## config.mk

```make
export PLATFORM = sky130hd
export DESIGN_NAME = lcw_codec
export DESIGN_NICKNAME = d
export VERILOG_FILES = /design/src/core/lcw_pkg.sv /design/src/core/lcw_word_gen.sv /design/src/core/lcw_word_dec.sv /design/src/core/lcw_codec.sv
export SDC_FILE = /design/constraint.sdc
export NUM_CORES = 1
export LEC_CHECK = 0
export ABC_AREA = 1
export BUFFER_PORTS_ARGS = -buffer_cell sky130_fd_sc_hd__buf_2
export CORE_MARGIN = 2
export CORE_UTILIZATION = 31
export DETAILED_ROUTE_END_ITERATION = 7
export PLACE_DENSITY = 0.65
export SLEW_MARGIN = 20
export SYNTH_ARGS = -nofsm -noshare
export SYNTH_HDL_FRONTEND = slang
export SYNTH_SLANG_ARGS = --single-unit
```

## constraint.sdc

```tcl
create_clock -name mclk -period 3.5 [get_ports mclk]
set_input_delay 0.35 -clock mclk [delete_from_list [all_inputs] [get_ports mclk]]
set_output_delay 0.35 -clock mclk [all_outputs]
set_load 0.01 [all_outputs]
```

## src/core/lcw_pkg.sv

```systemverilog
package lcw_pkg;

    // Symbol codes, 8-bit form y:x of Dx.y / Kx.y
    localparam logic [7:0] LCW_K28_5 = 8'hbc;  // Init comma
    localparam logic [7:0] LCW_K28_7 = 8'hfc;  // Plain comma
    localparam logic [7:0] LCW_D14_6 = 8'hce;  // Lane word identifier
    localparam logic [7:0] LCW_D17_1 = 8'h31;  // Identifier as seen inverted
    localparam logic [7:0] LCW_D31_3 = 8'h7f;  // Skip
    localparam logic [7:0] LCW_D15_6 = 8'hcf;  // Idle
    localparam logic [7:0] LCW_D6_2  = 8'h46;  // Handshake one
    localparam logic [7:0] LCW_D25_5 = 8'hb9;  // Handshake one inverted
    localparam logic [7:0] LCW_D6_5  = 8'ha6;  // Handshake two
    localparam logic [7:0] LCW_D25_2 = 8'h59;  // Handshake two inverted
    localparam logic [7:0] LCW_D24_1 = 8'h38;  // Handshake three
    localparam logic [7:0] LCW_D30_3 = 8'h7e;  // Standby notice
    localparam logic [7:0] LCW_D4_3  = 8'h64;  // Signal lost notice

    // Capability symbol layout
    localparam int         LCW_CAP_FLUSH_BIT  = 0;
    localparam int         LCW_CAP_START_BIT  = 1;
    localparam int         LCW_CAP_SCRAM_BIT  = 2;
    localparam logic [4:0] LCW_CAP_RSVD_VALUE = 5'h00;

    // Skip spacing
    localparam int          LCW_CNT_W    = 13;
    localparam logic [12:0] LCW_SKIP_MAX = 13'h1388;  // 5000 words
    localparam logic [12:0] LCW_SKIP_MIN = 13'h0001;

    // Four-symbol word, symbol 0 in the low byte and sent first
    typedef struct packed {
        logic [3:0]  k;     // Control flag per symbol
        logic [31:0] d;     // Symbol data
    } lcw_word_t;

    typedef struct packed {
        logic data_scrambled;
        logic lane_start;
        logic remote_flush;
    } lcw_cap_t;

    typedef enum logic [3:0] {
        LCW_NONE, LCW_DATA, LCW_SKIP, LCW_IDLE, LCW_HS1, LCW_HS2, LCW_HS3,
        LCW_STANDBY, LCW_NOSIG, LCW_HS1_INV, LCW_HS2_INV, LCW_BAD
    } lcw_kind_t;

    typedef enum logic {LCW_TX_ACTIVE, LCW_TX_STANDBY} lcw_txst_t;

endpackage

```

## src/core/lcw_word_gen.sv

```systemverilog
`timescale 1ns/10ps
module lcw_word_gen (
    input  lcw_pkg::lcw_kind_t kind,      // Word to build
    input  lcw_pkg::lcw_cap_t  cap,       // Own capability flags
    input  lcw_pkg::lcw_word_t data,      // Retry layer word
    output lcw_pkg::lcw_word_t word       // Built word
);
    import lcw_pkg::*;

    // Comma low, identifier, then code symbol twice
    function automatic lcw_word_t lane_word(input logic [7:0] comma, input logic [7:0] code);
        lane_word.k = 4'h1;
        lane_word.d = {code, code, LCW_D14_6, comma};
    endfunction

    // Capability: reserved bits forced to zero
    function automatic logic [7:0] cap_sym(input lcw_cap_t c);
        cap_sym = {LCW_CAP_RSVD_VALUE, c.data_scrambled, c.lane_start,
                   c.remote_flush};
    endfunction

    // Only the upright forms exist here; inverted ones never leave this end
    always_comb begin
        unique case (kind)
            LCW_DATA:  word = data;
            LCW_SKIP:  word = lane_word(LCW_K28_7, LCW_D31_3);
            LCW_HS1:   word = lane_word(LCW_K28_5, LCW_D6_2);
            LCW_HS2:   word = lane_word(LCW_K28_5, LCW_D6_5);
            LCW_HS3:   word = '{k: 4'h1,
                                d: {cap_sym(cap), LCW_D24_1, LCW_D14_6, LCW_K28_5}};
            LCW_STANDBY: word = lane_word(LCW_K28_7, LCW_D30_3);
            LCW_NOSIG: word = lane_word(LCW_K28_7, LCW_D4_3);
            default:   word = lane_word(LCW_K28_7, LCW_D15_6);
        endcase
    end
endmodule // lcw_word_gen

```

## src/core/lcw_word_dec.sv

```systemverilog
`timescale 1ns/10ps
module lcw_word_dec (
    input  lcw_pkg::lcw_word_t word,      // Received word
    output lcw_pkg::lcw_kind_t kind,      // Classified kind
    output lcw_pkg::lcw_cap_t  cap        // Capability of handshake three
);
    import lcw_pkg::*;

    // Lane word with repeated code symbol
    function automatic logic is_lane(input lcw_word_t w, input logic [7:0] comma,
                                     input logic [7:0] id, input logic [7:0] code);
        is_lane = (w.k == 4'h1) && (w.d[7:0] == comma) && (w.d[15:8] == id) &&
                  (w.d[23:16] == code) && (w.d[31:24] == code);
    endfunction

    // Reserved capability bits are simply not looked at
    assign cap = '{data_scrambled: word.d[24 + LCW_CAP_SCRAM_BIT],
                   lane_start:     word.d[24 + LCW_CAP_START_BIT],
                   remote_flush:   word.d[24 + LCW_CAP_FLUSH_BIT]};

    // Classification; lane-identified words that match nothing are bad
    always_comb begin
        if (is_lane(word, LCW_K28_7, LCW_D14_6, LCW_D31_3)) begin
            kind = LCW_SKIP;
        end else if (is_lane(word, LCW_K28_7, LCW_D14_6, LCW_D15_6)) begin
            kind = LCW_IDLE;
        end else if (is_lane(word, LCW_K28_5, LCW_D14_6, LCW_D6_2)) begin
            kind = LCW_HS1;
        end else if (is_lane(word, LCW_K28_5, LCW_D14_6, LCW_D6_5)) begin
            kind = LCW_HS2;
        end else if (word.k == 4'h1 && word.d[23:0] == {LCW_D24_1, LCW_D14_6, LCW_K28_5}) begin
            kind = LCW_HS3;
        end else if (is_lane(word, LCW_K28_7, LCW_D14_6, LCW_D30_3)) begin
            kind = LCW_STANDBY;
        end else if (is_lane(word, LCW_K28_7, LCW_D14_6, LCW_D4_3)) begin
            kind = LCW_NOSIG;
        end else if (is_lane(word, LCW_K28_5, LCW_D17_1, LCW_D25_5)) begin
            kind = LCW_HS1_INV;
        end else if (is_lane(word, LCW_K28_5, LCW_D17_1, LCW_D25_2)) begin
            kind = LCW_HS2_INV;
        end else if (word.k[0] && (word.d[15:8] == LCW_D14_6 || word.d[15:8] == LCW_D17_1)) begin
            kind = LCW_BAD;
        end else begin
            kind = LCW_DATA;
        end
    end
endmodule // lcw_word_dec

```

## src/core/lcw_codec.sv

```systemverilog
`timescale 1ns/10ps
// Overview of operation
// - Comma sits in the low symbol and goes out first.
// - Skip word is K28.7, D14.6, D31.3, D31.3.
// - One skip word after every N words, N at most 5000.
// - Idle word is K28.7, D14.6, D15.6, D15.6.
// - Once initialised, idle fills every slot not taken by a retry, skip, handshake or notice word.
// - Handshake one is K28.5, D14.6, D6.2, D6.2.
// - Receiver reads K28.5, D17.1, D25.5, D25.5 as inverted handshake one.
// - Handshake two is K28.5, D14.6, D6.5, D6.5.
// - Receiver reads K28.5, D17.1, D25.2, D25.2 as inverted handshake two.
// - Handshake three is K28.5, D14.6, D24.1, capability symbol.
// - Capability symbol states this end's own lane capabilities.
// - Standby word is K28.7, D14.6, D30.3, D30.3.
// - After sending standby, enter standby and disable the line driver.
// - Signal-lost word is K28.7, D14.6, D4.3, D4.3.
// - Send signal-lost word while own receiver has lost signal, unless standby is requested, being sent or in force.
// - Fourth symbol repeats third in all lane words but handshake three.
// - Receiver drops or repeats skip words to keep its elastic buffer safe.
// - Capability bit 0 flush, bit 1 manual start, bit 2 scrambled.
// - Capability bits 3 to 7 sent as zero, ignored on receipt.
// - Inverted handshake words are never transmitted by this end.
module lcw_codec (
    input  wire logic                  mclk,            // Lane word clock
    input  wire logic                  rst,             // Sync reset, active high
    input  wire logic                  lane_ready,      // Lane initialised
    input  lcw_pkg::lcw_kind_t         tx_init_req,     // Handshake word wanted
    input  lcw_pkg::lcw_cap_t          tx_cap,          // Own capability flags
    input  wire logic [12:0]           skip_interval,   // Words between skips
    input  wire logic                  standby_req,     // Go to standby
    input  wire logic                  standby_wake,    // Leave standby
    input  wire logic                  rx_signal_lost,  // Own receiver has no signal
    input  lcw_pkg::lcw_word_t         tx_data,         // Retry layer word
    input  wire logic                  tx_data_valid,   // Retry word present
    output logic                       tx_data_ready,   // Retry word taken
    output lcw_pkg::lcw_word_t         tx_word,         // Word to serialiser
    output lcw_pkg::lcw_kind_t         tx_kind,         // Kind of tx_word
    output logic                       tx_drive_en,     // Line driver enable
    input  lcw_pkg::lcw_word_t         rx_word_in,      // Word from deserialiser
    input  wire logic                  rx_word_in_valid, // Word present
    input  wire logic                  eb_near_full,    // Elastic buffer high
    input  wire logic                  eb_near_empty,   // Elastic buffer low
    output lcw_pkg::lcw_word_t         rx_word,         // Word to elastic buffer
    output logic                       rx_word_valid,   // Write strobe
    output logic                       rx_skip_repeat,  // Write the skip twice
    output lcw_pkg::lcw_kind_t         rx_kind,         // Kind of rx_word
    output lcw_pkg::lcw_cap_t          rx_cap,          // Far end capability
    output logic                       rx_cap_valid,    // Handshake three seen
    output logic                       rx_invert,       // Invert incoming bits
    output logic                       rx_bad_word      // Unknown lane word pulse
);
    import lcw_pkg::*;

    // Clamp the configured spacing into 1..5000
    function automatic logic [12:0] clamp_n(input logic [12:0] n);
        if (n > LCW_SKIP_MAX) begin
            clamp_n = LCW_SKIP_MAX;
        end else if (n < LCW_SKIP_MIN) begin
            clamp_n = LCW_SKIP_MIN;
        end else begin
            clamp_n = n;
        end
    endfunction

    lcw_word_t   tx_word_reg, tx_word_next, gen_word;
    lcw_kind_t   tx_kind_reg, tx_kind_next, sel_kind;
    lcw_txst_t   tx_st_reg, tx_st_next;
    logic        drive_reg, drive_next;
    logic [12:0] cnt_reg, cnt_next, skip_n;
    logic        skip_due;

    lcw_word_t   rx_word_reg, rx_word_next;
    logic        rx_valid_reg, rx_valid_next;
    logic        rx_rep_reg, rx_rep_next;
    lcw_kind_t   rx_kind_reg, rx_kind_next, dec_kind;
    lcw_cap_t    rx_cap_reg, rx_cap_next, dec_cap;
    logic        rx_capv_reg, rx_capv_next;
    logic        rx_inv_reg, rx_inv_next;
    logic        rx_bad_reg, rx_bad_next;

    lcw_word_gen u_gen (
        .kind (sel_kind),
        .cap  (tx_cap),
        .data (tx_data),
        .word (gen_word)
    );

    lcw_word_dec u_dec (
        .word (rx_word_in),
        .kind (dec_kind),
        .cap  (dec_cap)
    );

    assign skip_n   = clamp_n(skip_interval);
    assign skip_due = lane_ready && (cnt_reg >= skip_n);

    // Slot priority: standby, signal lost, handshake, skip, data, idle
    always_comb begin
        sel_kind      = LCW_IDLE;
        tx_data_ready = 1'b0;
        if (tx_st_reg == LCW_TX_STANDBY) begin
            sel_kind = LCW_IDLE;
        end else if (tx_kind_reg == LCW_STANDBY) begin
            sel_kind = LCW_IDLE;  // Driver goes off next edge, so no word taken
        end else if (standby_req) begin
            sel_kind = LCW_STANDBY;
        end else if (rx_signal_lost) begin
            sel_kind = LCW_NOSIG;
        end else if (tx_init_req == LCW_HS1 || tx_init_req == LCW_HS2 ||
                     tx_init_req == LCW_HS3) begin
            sel_kind = tx_init_req;
        end else if (skip_due) begin
            sel_kind = LCW_SKIP;
        end else if (lane_ready && tx_data_valid) begin
            sel_kind      = LCW_DATA;
            tx_data_ready = 1'b1;
        end else begin
            sel_kind = LCW_IDLE;
        end
    end

    // Transmit next state; standby holds the driver off until woken
    always_comb begin
        tx_word_next = gen_word;
        tx_kind_next = sel_kind;
        tx_st_next   = tx_st_reg;
        drive_next   = drive_reg;
        cnt_next     = cnt_reg;
        if (tx_st_reg == LCW_TX_STANDBY) begin
            cnt_next = 13'h0000;
            if (standby_wake) begin
                tx_st_next = LCW_TX_ACTIVE;
                drive_next = 1'b1;
            end
        end else begin
            if (tx_kind_reg == LCW_STANDBY) begin
                tx_st_next = LCW_TX_STANDBY;
                drive_next = 1'b0;
                tx_kind_next = LCW_IDLE;
            end
            if (sel_kind == LCW_SKIP) begin
                cnt_next = 13'h0000;
            end else if (cnt_reg < LCW_SKIP_MAX) begin
                cnt_next = cnt_reg + 13'h0001;
            end
        end
    end

    // Transmit registers
    always_ff @(posedge mclk) begin
        if (rst) begin
            tx_word_reg <= '{k: 4'h0, d: 32'h0000_0000};
            tx_kind_reg <= LCW_NONE;
            tx_st_reg   <= LCW_TX_ACTIVE;
            drive_reg   <= 1'b1;
            cnt_reg     <= 13'h0000;
        end else begin
            tx_word_reg <= tx_word_next;
            tx_kind_reg <= tx_kind_next;
            tx_st_reg   <= tx_st_next;
            drive_reg   <= drive_next;
            cnt_reg     <= cnt_next;
        end
    end

    // Receive next state; lane words other than skip are consumed here
    always_comb begin
        rx_word_next  = rx_word_in;
        rx_kind_next  = dec_kind;
        rx_valid_next = 1'b0;
        rx_rep_next   = 1'b0;
        rx_bad_next   = 1'b0;
        rx_cap_next   = rx_cap_reg;
        rx_capv_next  = rx_capv_reg && lane_ready;
        rx_inv_next   = rx_inv_reg;
        if (rx_word_in_valid) begin
            unique case (dec_kind)
                LCW_HS1_INV, LCW_HS2_INV: begin
                    rx_inv_next = ~rx_inv_reg;
                end
                LCW_SKIP: begin
                    rx_valid_next = !eb_near_full;
                    rx_rep_next   = !eb_near_full && eb_near_empty;
                end
                LCW_HS3: begin
                    rx_cap_next  = dec_cap;
                    rx_capv_next = 1'b1;
                end
                LCW_BAD: begin
                    rx_bad_next = 1'b1;
                end
                LCW_DATA: begin
                    rx_valid_next = 1'b1;
                end
                default: begin
                    rx_valid_next = 1'b0;
                end
            endcase
        end
    end

    // Receive registers
    always_ff @(posedge mclk) begin
        if (rst) begin
            rx_word_reg  <= '{k: 4'h0, d: 32'h0000_0000};
            rx_kind_reg  <= LCW_NONE;
            rx_valid_reg <= 1'b0;
            rx_rep_reg   <= 1'b0;
            rx_bad_reg   <= 1'b0;
            rx_cap_reg   <= '{data_scrambled: 1'b0, lane_start: 1'b0, remote_flush: 1'b0};
            rx_capv_reg  <= 1'b0;
            rx_inv_reg   <= 1'b0;
        end else begin
            rx_word_reg  <= rx_word_next;
            rx_kind_reg  <= rx_kind_next;
            rx_valid_reg <= rx_valid_next;
            rx_rep_reg   <= rx_rep_next;
            rx_bad_reg   <= rx_bad_next;
            rx_cap_reg   <= rx_cap_next;
            rx_capv_reg  <= rx_capv_next;
            rx_inv_reg   <= rx_inv_next;
        end
    end

    assign tx_word        = tx_word_reg;
    assign tx_kind        = tx_kind_reg;
    assign tx_drive_en    = drive_reg;
    assign rx_word        = rx_word_reg;
    assign rx_word_valid  = rx_valid_reg;
    assign rx_skip_repeat = rx_rep_reg;
    assign rx_kind        = rx_kind_reg;
    assign rx_cap         = rx_cap_reg;
    assign rx_cap_valid   = rx_capv_reg;
    assign rx_invert      = rx_inv_reg;
    assign rx_bad_word    = rx_bad_reg;
endmodule // lcw_codec

```

After elaboration in Yosys (flattened, before gate mapping) --
Index checks and enable logic that the tools add are counted.
Word-level totals: bits in registers 103, input bits 102, output and inout port bits 90, word-level logic and storage cells 143
Operators by class: add/subtract/negate cells 1, $lt $le $gt $ge 4, equality and inequality tests 40, mux-type cells 39, bitwise gates (word level) 3, reductions and logical operators 39
Operators by type and width (count):
- 36-bit case mux with 7 select lines | 1
- 8-bit by 7-bit == test with 1-bit output (second input constant) | 10
- 8-bit == test (second input constant) | 9
- 4-bit two-way mux | 17
- 4-bit by 3-bit == test with 1-bit output (second input constant) | 9
- 1-bit logical AND | 27
- 13-bit two-way mux | 2
- 24-bit by 22-bit == test with 1-bit output (second input constant) | 1
- 4-bit == test (second input constant) | 4
- 1-bit two-way mux | 16
- 13-bit by 1-bit adder with 13-bit output (second input constant) | 1
- 13-bit >= comparator | 1
- 13-bit > comparator (second input constant) | 1
- 13-bit by 1-bit < comparator with 1-bit output (second input constant) | 1
- 13-bit < comparator (second input constant) | 1
- 4-bit by 1-bit == test with 1-bit output (second input constant) | 3
- 4-bit by 2-bit == test with 1-bit output (second input constant) | 2
- 8-bit by 6-bit == test with 1-bit output (second input constant) | 1
- 2-bit AND reduction | 3
- 3-bit OR reduction | 2
- 2-bit two-way mux | 2
- 2-bit OR reduction | 2
- 1-bit logical OR | 3
- 1-bit inverter | 3
- 4 further kinds | 4

Depth between registers and ports, before layout --
Gate-level depths: netlist (run 1).
depth in word-level cells 17, mapped depth 26, mapped depth without buffers 24

Modules after synthesis --
Synthesis (run 1) repeated with hierarchy kept, for this count alone.
Second synthesis, totals: cell total of the unflattened synthesis 772, area, all modules 5217.5 µm²
Modules (own cells, without submodules):
- lcw_codec | instances 1, cells an instance 534, area each 4075.2 µm², sequential area each 2062.0 µm²
- lcw_word_dec | instances 1, cells an instance 125, area each 594.3 µm², sequential area each 0.0 µm²
- lcw_word_gen | instances 1, cells an instance 113, area each 548.0 µm², sequential area each 0.0 µm²

Least setup slack after synthesis (run 1) --
Ideal clock, no wire load.
path type input-to-reg, start input port skip_interval[10], end register tx_word_reg (netlist bit tx_word[26]), library setup time 135 ps, arrival time 2949 ps, required time 3365 ps, path slack 416 ps, stages 23, path buffers 2, cells stage by stage or2_2 nor4_1 a21oi_1 o21ai_0 clkbuf_1 nand2_1 ha_1 nand2_1 nor2_2 nand2_1 nand2_1 inv_1 nand2_2 nand2_2 nand2_2 nand2_2 a21oi_2 nand3_1 inv_2 nor2_4 nand2_2 buf_6 a21oi_2
On the way: longest elaborated chain between the ends 13, elaborated cells between the ends (all ways) 20, those cells by class order compare (3); eq/ne (7); mux (9); reduce/logical (1)
RTL lines:
- from (decl) | RTL line lcw_codec.sv:29 | input wire logic [12:0] skip_interval,
- 13-bit by 1-bit < comparator with 1-bit output | RTL line lcw_codec.sv:58 | end else if (n < LCW_SKIP_MIN) begin
- 13-bit two-way mux | RTL line lcw_codec.sv:58
- 13-bit two-way mux (*) | RTL line lcw_codec.sv:56 | if (n > LCW_SKIP_MAX) begin
- 13-bit >= comparator (*) | RTL line lcw_codec.sv:95 | assign skip_due = lane_ready && (cnt_reg >= skip_n);
- 1-bit logical AND (*) | RTL line lcw_codec.sv:95
- 2-bit two-way mux (*) | RTL line lcw_codec.sv:112 | end else if (skip_due) begin
- 4-bit two-way mux (*) | RTL line lcw_codec.sv:109 | end else if (tx_init_req == LCW_HS1 || tx_init_req == LCW_HS2 ||
- 4-bit two-way mux (*) | RTL line lcw_codec.sv:107 | end else if (rx_signal_lost) begin
- 4-bit two-way mux (*) | RTL line lcw_codec.sv:105 | end else if (standby_req) begin
- 4-bit two-way mux (*) | RTL line lcw_codec.sv:103 | end else if (tx_kind_reg == LCW_STANDBY) begin
- 4-bit two-way mux (*) | RTL line lcw_codec.sv:101 | if (tx_st_reg == LCW_TX_STANDBY) begin
- 4-bit == test (tied with other cells) | RTL line lcw_word_gen.sv:24 | unique case (kind)
- 36-bit case mux with 7 select lines (*) | RTL line lcw_word_gen.sv:24
- to (signal assigned) | RTL line lcw_codec.sv:152 | tx_word_reg <= '{k: 4'h0, d: 32'h0000_0000};
- to (signal assigned) | RTL line lcw_codec.sv:158 | tx_word_reg <= tx_word_next;
- to (decl) | RTL line lcw_codec.sv:65 | lcw_word_t tx_word_reg, tx_word_next, gen_word;
Every way passes the cells marked *; elsewhere a longest branch is shown, timed or not. A chain may end at the register's enable or synchronous reset.

Final worst setup path (run 1) --
start input port skip_interval[10], end output port tx_data_ready
On the way: longest elaborated chain between the ends 11, elaborated cells between the ends (all ways) 12, those cells by class order compare (3); mux (8); reduce/logical (1)
RTL lines:
- 13-bit by 1-bit < comparator with 1-bit output | RTL line lcw_codec.sv:58
- 13-bit two-way mux | RTL line lcw_codec.sv:58
- 13-bit two-way mux (*) | RTL line lcw_codec.sv:56
- 13-bit >= comparator (*) | RTL line lcw_codec.sv:95
- 1-bit logical AND (*) | RTL line lcw_codec.sv:95
- 1-bit two-way mux (*) | RTL line lcw_codec.sv:112
- 1-bit two-way mux (*) | RTL line lcw_codec.sv:109
- 1-bit two-way mux (*) | RTL line lcw_codec.sv:107
- 1-bit two-way mux (*) | RTL line lcw_codec.sv:105
- 1-bit two-way mux (*) | RTL line lcw_codec.sv:103
- 1-bit two-way mux (*) | RTL line lcw_codec.sv:101
- to (decl) | RTL line lcw_codec.sv:35 | output logic tx_data_ready,
Marks and branches as above.

==> flow_summary.json, run 1 <==
{
  "ctsResizeCount": 0,
  "cp_slowest_cell": "or2_2",
  "setup_viol_count_final": 0,
  "critPathMaxFanout": 17,
  "p_comb_share_pct": 14.4,
  "maxCapViolations": 0,
  "yosys-top-cells-area": "dfxtp_1 (42%), nor2_1 (11%), nand2_1 (8.5%), inv_1 (7.7%), nand3_1 (4.0%)",
  "ys_seq_elements": 103,
  "ys_warn_count": 0,
  "die_w_um": 129,
  "yosysTopAreaCell": "dfxtp_1",
  "synthesis.area_um2": 4860,
  "cp_cell_sequence": "buf_2 > or2_2 > nor4_1 > a21oi_1 > o21ai_0 > buf_4 > nand2_1 > ha_1 > nand2_1 > nor2_2 > a21oi_1 > nand2_2 > nand2_2 > nand3_2 > inv_1 > nand2_1 > inv_4 > buf_2",
  "multi_input_area_um2": 2300,
  "initial_core_util_pct": 31.8,
  "clkLatencyLatePin_ns": 0.35,
  "netlist_instances": 678,
  "criticalPathCategory": "input pin to output port",
  "portBuffers": 191,
  "cts.sinks": 103,
  "wire_per_inst_um": 13.1,
  "cellPowerDensity_nw_per_um2": 438,
  "clockBufferDepth": 2,
  "final_antenna_net_count": 0,
  "slew-limit-headroom_pct": 43.2,
  "min_path_type": "input pin to flip-flop",
  "place_congestion": 0.925,
  "gr-total-overflow": 0,
  "postSynthAreaPerCell_um2": 7.17,
  "final_nets": 985,
  "synth-edff-count": 0,
  "rsz0062_at_grt": "no",
  "ctsHoldBuffers": 0,
  "hold_viol": 0,
  "worstPathRequired_ns": 3.15,
  "switching_share_pct": 25.3,
  "num_vias": 4899,
  "antenna_found_initial": 2,
  "tightest_slew_ns": 0.852,
  "worstSetupEndpointType": "output port",
  "drv_slew": 0,
  "netlist-cell-type-count": 43,
  "fp.dieH_um": 129,
  "fmax_mhz": 313,
  "routed_wl_mm": 14.1,
  "cp_top_family": "simple AND/OR/NAND/NOR gates",
  "first_iter_violations": 281,
  "area.sequential_um2": 2060,
  "pin_count": 192,
  "cp-start-kind": "input pin",
  "dieArea_um2": 16700,
  "fin_skew_ns": 0.00859,
  "seq_area_frac_synth_pct": 42.4,
  "syn2layout_area_growth_pct": 31.2,
  "setup_tns_ns": 0,
  "antenna_cells": 0,
  "ir_worst_vdd_uv": 235,
  "max_stage_delay_ns": 0.29,
  "syn_nets": 794,
  "place_hpwl_mm": 11.3,
  "drc": 0,
  "drt-pass1-iter-count": 5,
  "coreArea_um2": 15300,
  "leakagePower_nw": 3.29,
  "layout_worst_path_cycle_share_pct": 91.4,
  "status": "complete, no violations",
  "synth_common_cells": "nor2_1 (136), nand2_1 (110), dfxtp_1 (103)",
  "p_int_mw": 2.09,
  "cts_max_level": 3,
  "fill_cells": 1650,
  "post-synth-top-count-cell": "nor2_1",
  "grt_pass1_wl_mm": 22.2,
  "cts_buffers": 9,
  "worst-path-buf-inv": 5,
  "clk_pin_slew_ns": 0.06,
  "ys.flop_type": "dfxtp_1",
  "arrival_ns": 2.85,
  "routed_via_density": 4.52,
  "grt_use_total_pct": 17.2,
  "yosysTopAreaCellShare_pct": 42.4,
  "fin_hold_ws_ns": 0.207,
  "num_rows": 45,
  "netSwitchingPower_uw": 706,
  "cts_setup_buffers": 0,
  "finalCriticalPeriod_ns": 3.20,
  "tritoncts": "yes",
  "power_mw": 2.79,
  "drive_above_1_share_pct": 30.1,
  "async_flop_share_pct": 0,
  "clock_power_share_pct": 40.8,
  "setup_slack_ns": 0.302,
  "path_common_cell": "nand2_1",
  "grt_max_degree": 76,
  "p_seq_share_pct": 44.8,
  "dp_worst_setup_slack_ns": 0.133,
  "grt_pass1_vias": 4616,
  "root_buffer": "clkbuf_16"
}
==> worst reg2reg max path: cells and delay by family, from the launching register on <==
family          cells  cell delay [ns]
simple gates        7             1.08
compound gates      2             0.26
flops               1             0.47
fa+ha+maj           1             0.30
buf+inv             1             0.18
==> cell families (layout without fill, tap and decap cells) <==
| group | count (synthesis) | count (layout) | synth area share [%] |
|---|---|---|---|
| fa+ha+maj | 14 | 14 | 3.61 |
| simple gates | 370 | 370 | 35.3 |
| flops | 103 | 103 | 42.4 |
| xor+xnor | 3 | 3 | 0.541 |
| buf+inv | 127 | 322 | 10.2 |
| compound gates | 61 | 61 | 7.83 |
==> per-stage QoR <==
stage	cells	util, %	instance area (µm²)
floorplan	678	-	4860
global placement	1069	39.6	6040
detailed placement	1069	39.6	6040
CTS	1084	41.8	6370
global route	1084	41.8	6380
finish	1084	41.8	6380
==> power by group through the flow <==
stage / Sequential, mW / Clock (mW) / Combinational, mW
detailed placement: 1.28 / 0 / 0.404
global placement: 1.28 / 0 / 0.402
floorplan: 1.31 / 0 / 0.198
finish: 1.25 / 1.14 / 0.401
CTS: 1.25 / 1.17 / 0.405
global route: 1.26 / 1.22 / 0.452
==> layout by cell type, fill, tap and decap left out, drive strengths merged <==
master / n
a2111oi: 1
a21boi: 2
a21o: 1
a21oi: 42
a31oi: 1
a41o: 1
buf: 197
bufinv: 3
clkbuf: 10
clkinv: 2
dfxtp: 103
ha: 14
inv: 110
nand2: 125
nand3: 41
nand4: 23
nor2: 140
nor3: 15
nor3b: 4
nor4: 17
o2111ai: 1
o211ai: 1
o21ai: 10
o31ai: 1
or2: 4
or4: 1
xor2: 3
==> path summary, 6_finish.rpt <==
path / start / to / slack, ns / depth (start not counted)
max: skip_interval[10] / tx_data_ready / 0.30 / 18
max reg2reg: cnt_reg[12] / cnt_reg[10] / 1.13 / 11
min: tx_data[10] / tx_word[10] / 0.21 / 3
min reg2reg: rx_cap[1] / rx_cap[1] / 0.46 / 2
==> cell type report <==
| type | instances | area share [%] |
|---|---|---|
| sequential | 103 | 32.3 |
| multi-input combinational | 448 | 36.0 |
| clock inverter | 5 | 1.67 |
| inverter | 110 | 6.51 |
| timing repair buffer | 197 | 15.7 |
| tap | 211 | 4.14 |
| clock buffer | 10 | 3.59 |
==> routing by layer <==
layer	vias to the layer above	wire, µm	global-route usage, %
met3	18	1330	6.94
met5	-	13	0
met4	2	210	4.48
li1	2538	-	-
met1	2154	6140	20.9
met2	187	6450	28.3
No activity file was read; power rests on OpenSTA's default activity.
==> run 2, diff against run 1 <==
--- a/config.mk
+++ b/config.mk
@@ -5,12 +5,12 @@
 export SDC_FILE = /design/constraint.sdc
 export NUM_CORES = 1
 export LEC_CHECK = 0
-export ABC_AREA = 1
 export BUFFER_PORTS_ARGS = -buffer_cell sky130_fd_sc_hd__buf_2
 export CORE_MARGIN = 2
 export CORE_UTILIZATION = 31
 export DETAILED_ROUTE_END_ITERATION = 7
-export PLACE_DENSITY = 0.65
+export GPL_ROUTABILITY_DRIVEN = 0
+export PLACE_DENSITY = 0.67
 export SLEW_MARGIN = 20
 export SYNTH_ARGS = -nofsm -noshare
 export SYNTH_HDL_FRONTEND = slang
==> run 2 against run 1 <==
Net effect: critical path depth shrank 5; cell count shrank 22%; utilization grew 1.1 points; global-route usage shrank 0.36 points; synthesized cell count shrank 30%; largest cell class unchanged; clock power shrank 16%.
==> flow_summary.json, run 2 <==
{
  "status": "complete, no violations",
  "ctsHoldBuffers": 0,
  "grt_use_met2_pct": 27.8,
  "place_hpwl_mm": 9.48,
  "cts_buffers": 9,
  "gr-total-overflow": 0,
  "netlist_instances": 473,
  "clkLatencyLatePin_ns": 0.35,
  "min_from": "tx_data[2]",
  "clk_pin_slew_ns": 0.07,
  "drv_slew": 0,
  "antenna_cells": 0,
  "fin_cells": 849,
  "arrival_ns": 2.71,
  "grt_use_total_pct": 16.8,
  "final_nets": 784,
  "min_path_type": "input pin to flip-flop",
  "critPathMaxFanout": 11,
  "hold_path_end": "tx_word[2]",
  "postSynthAreaPerCell_um2": 9.01,
  "yosysTopAreaCell": "dfxtp_1",
  "hold_viol": 0,
  "place_area_um2": 5430,
  "cts_max_level": 3,
  "pin_count": 192,
  "synth-edff-count": 0,
  "slew-limit-headroom_pct": 46.5,
  "fin_hold_ws_ns": 0.202,
  "initial_core_util_pct": 31.9,
  "ys.flop_type": "dfxtp_1",
  "tightest_slew_ns": 0.791,
  "grt_pass1_vias": 3812,
  "final_common_cell": "buf_2",
  "ir_worst_vdd_uv": 199,
  "drt-pass1-iter-count": 4,
  "place_inst": 833,
  "fp.dieH_um": 121,
  "hold_depth": 3,
  "fin_skew_ns": 0.00581,
  "drc": 0,
  "grt_max_degree": 47,
  "synth_common_cells": "dfxtp_1 (103), nor2_1 (66), nand2_1 (50)",
  "fmax_mhz": 326,
  "seq_area_frac_synth_pct": 48.4,
  "synthesis.area_um2": 4260,
  "first_iter_violations": 230,
  "num_vias": 4094,
  "routed_wl_mm": 12.3,
  "clockBufferDepth": 2,
  "r2r_start": "tx_kind[1]",
  "rr_worst_depth": 6,
  "post-synth-top-count-cell": "dfxtp_1",
  "netlist-cell-type-count": 56,
  "ys_seq_elements": 103,
  "grt_use_met1_pct": 21.1,
  "final_antenna_net_count": 0,
  "async_flop_share_pct": 0,
  "power_mw": 2.51,
  "setup_tns_ns": 0,
  "gr-max-usage-layer": "met2",
  "yosysTopAreaCellShare_pct": 48.4,
  "root_buffer": "clkbuf_16",
  "syn_nets": 589,
  "criticalPathCategory": "input pin to output port",
  "rsz0062_at_grt": "no",
  "tritoncts": "yes",
  "syn2layout_area_growth_pct": 34.4,
  "worstSetupEndpointType": "output port",
  "final_cell_mix": "buf_2 (191), dfxtp_1 (103), nor2_1 (66)",
  "coreArea_um2": 13300,
  "layout_worst_path_cycle_share_pct": 87.5,
  "wire_per_inst_um": 14.5,
  "cp-start-kind": "input pin",
  "worstPathRequired_ns": 3.15,
  "die_w_um": 121,
  "yosys-top-cells-area": "dfxtp_1 (48%), nor2_1 (5.8%), nor2b_1 (5.6%), nand2_1 (4.4%), ha_1 (4.1%)",
  "finalCriticalPeriod_ns": 3.06,
  "grtUsageMet3_pct": 5.03,
  "grt_pass1_wl_mm": 19.3,
  "portBuffers": 191,
  "antenna_found_initial": 0,
  "r2r_slack_ns": 1.13,
  "setup_viol_count_final": 0,
  "drive_above_1_share_pct": 33.3,
  "r2r_end": "cnt_reg[5]",
  "routed_via_density": 4.82,
  "ys_warn_count": 0,
  "cellPowerDensity_nw_per_um2": 439,
  "maxCapViolations": 0,
  "cts.sinks": 103,
  "dieArea_um2": 14700,
  "leakagePower_nw": 2.69,
  "num_rows": 42,
  "finalInstanceArea_um2": 5730
}
run 2: changes by cell type in the layout (fill, tap and decap cells not counted), sizes merged, moves of 6 or more:
cell,previous run,this run
inv,110,7
nor2,140,66
nand3,41,12
and3,0,14
nand2b,0,7
nor2b,0,38
a31oi,1,11
nand2,125,50
nand4,23,10
a21o,1,8
nor4,17,5
a21oi,42,25
xor2,3,9
run 2: what timing repair did:
action	4_1_cts	5_1_grt
setup buffers	0	0
gates resized for setup	0	2
setup endpoints to repair	0	1
run 2: logic make-up after synthesis:
kind of cell / count (synthesis) / share of synthesized area, %
buffers and inverters: 19 / 1.67
muxes: 1 / 0.235
DFF: 103 / 48.4
xor gates and xnor gates: 12 / 2.47
AOI/OAI and AO/OA: 79 / 12.4
adders and majority gates: 14 / 4.11
and+or+nand+nor: 245 / 30.7
run 2: critical path, stage by stage:
cell and delay, ns:
buf_2 0.10, o31ai_1 0.26, a21oi_1 0.12, o21ai_2 0.24
nor2b_1 0.17, ha_1 0.25, a21o_1 0.16, a21oi_1 0.13
o21ai_0 0.12, a31oi_2 0.29, nand2_1 0.14, inv_2 0.20
buf_2 0.17
run 2: per-layer routing:
| layer | share of wire, % | routed length, µm |
|---|---|---|
| met5 | 0 | 0 |
| met4 | 1.4 | 175 |
| met3 | 6.7 | 822 |
| met2 | 48 | 5980 |
| met1 | 43 | 5370 |
run 2: final cells by class:
class / count / area [µm²]
repair buffers: 197 / 1000
inverters: 6 / 22.5
clock inverters: 6 / 43.8
multi-input cells: 351 / 2140
flip-flops and latches: 103 / 2060
fillers: 1414 / 7620
clock buffers: 10 / 239
well taps: 176 / 220
run 2: power by group:
part,switching [mW],internal [mW]
registers,0.0173,1.23
clock network,0.457,0.505
logic,0.173,0.135
run 2: through the flow:
step | util, % | setup slack [ns]
after global placement | 40.7 | 0.181
final | 42.9 | 0.436
after floorplan | - | 0.486
after global routing | 42.9 | 0.142
after CTS | 42.8 | 0.208
after detailed placement | 40.7 | 0.0955
run 2: worst max-delay path by stage:
stage                                 start            end  slack (ns)  cells after the start
after global placement    skip_interval[10]     cnt_reg[3]        0.18                     12
after floorplan           skip_interval[10]  tx_data_ready        0.49                     11
after CTS                  skip_interval[0]  tx_data_ready        0.21                     13
after global routing       skip_interval[0]  tx_data_ready        0.14                     13
final                      skip_interval[0]  tx_data_ready        0.44                     13
after detailed placement   skip_interval[0]     cnt_reg[5]         0.1                     13
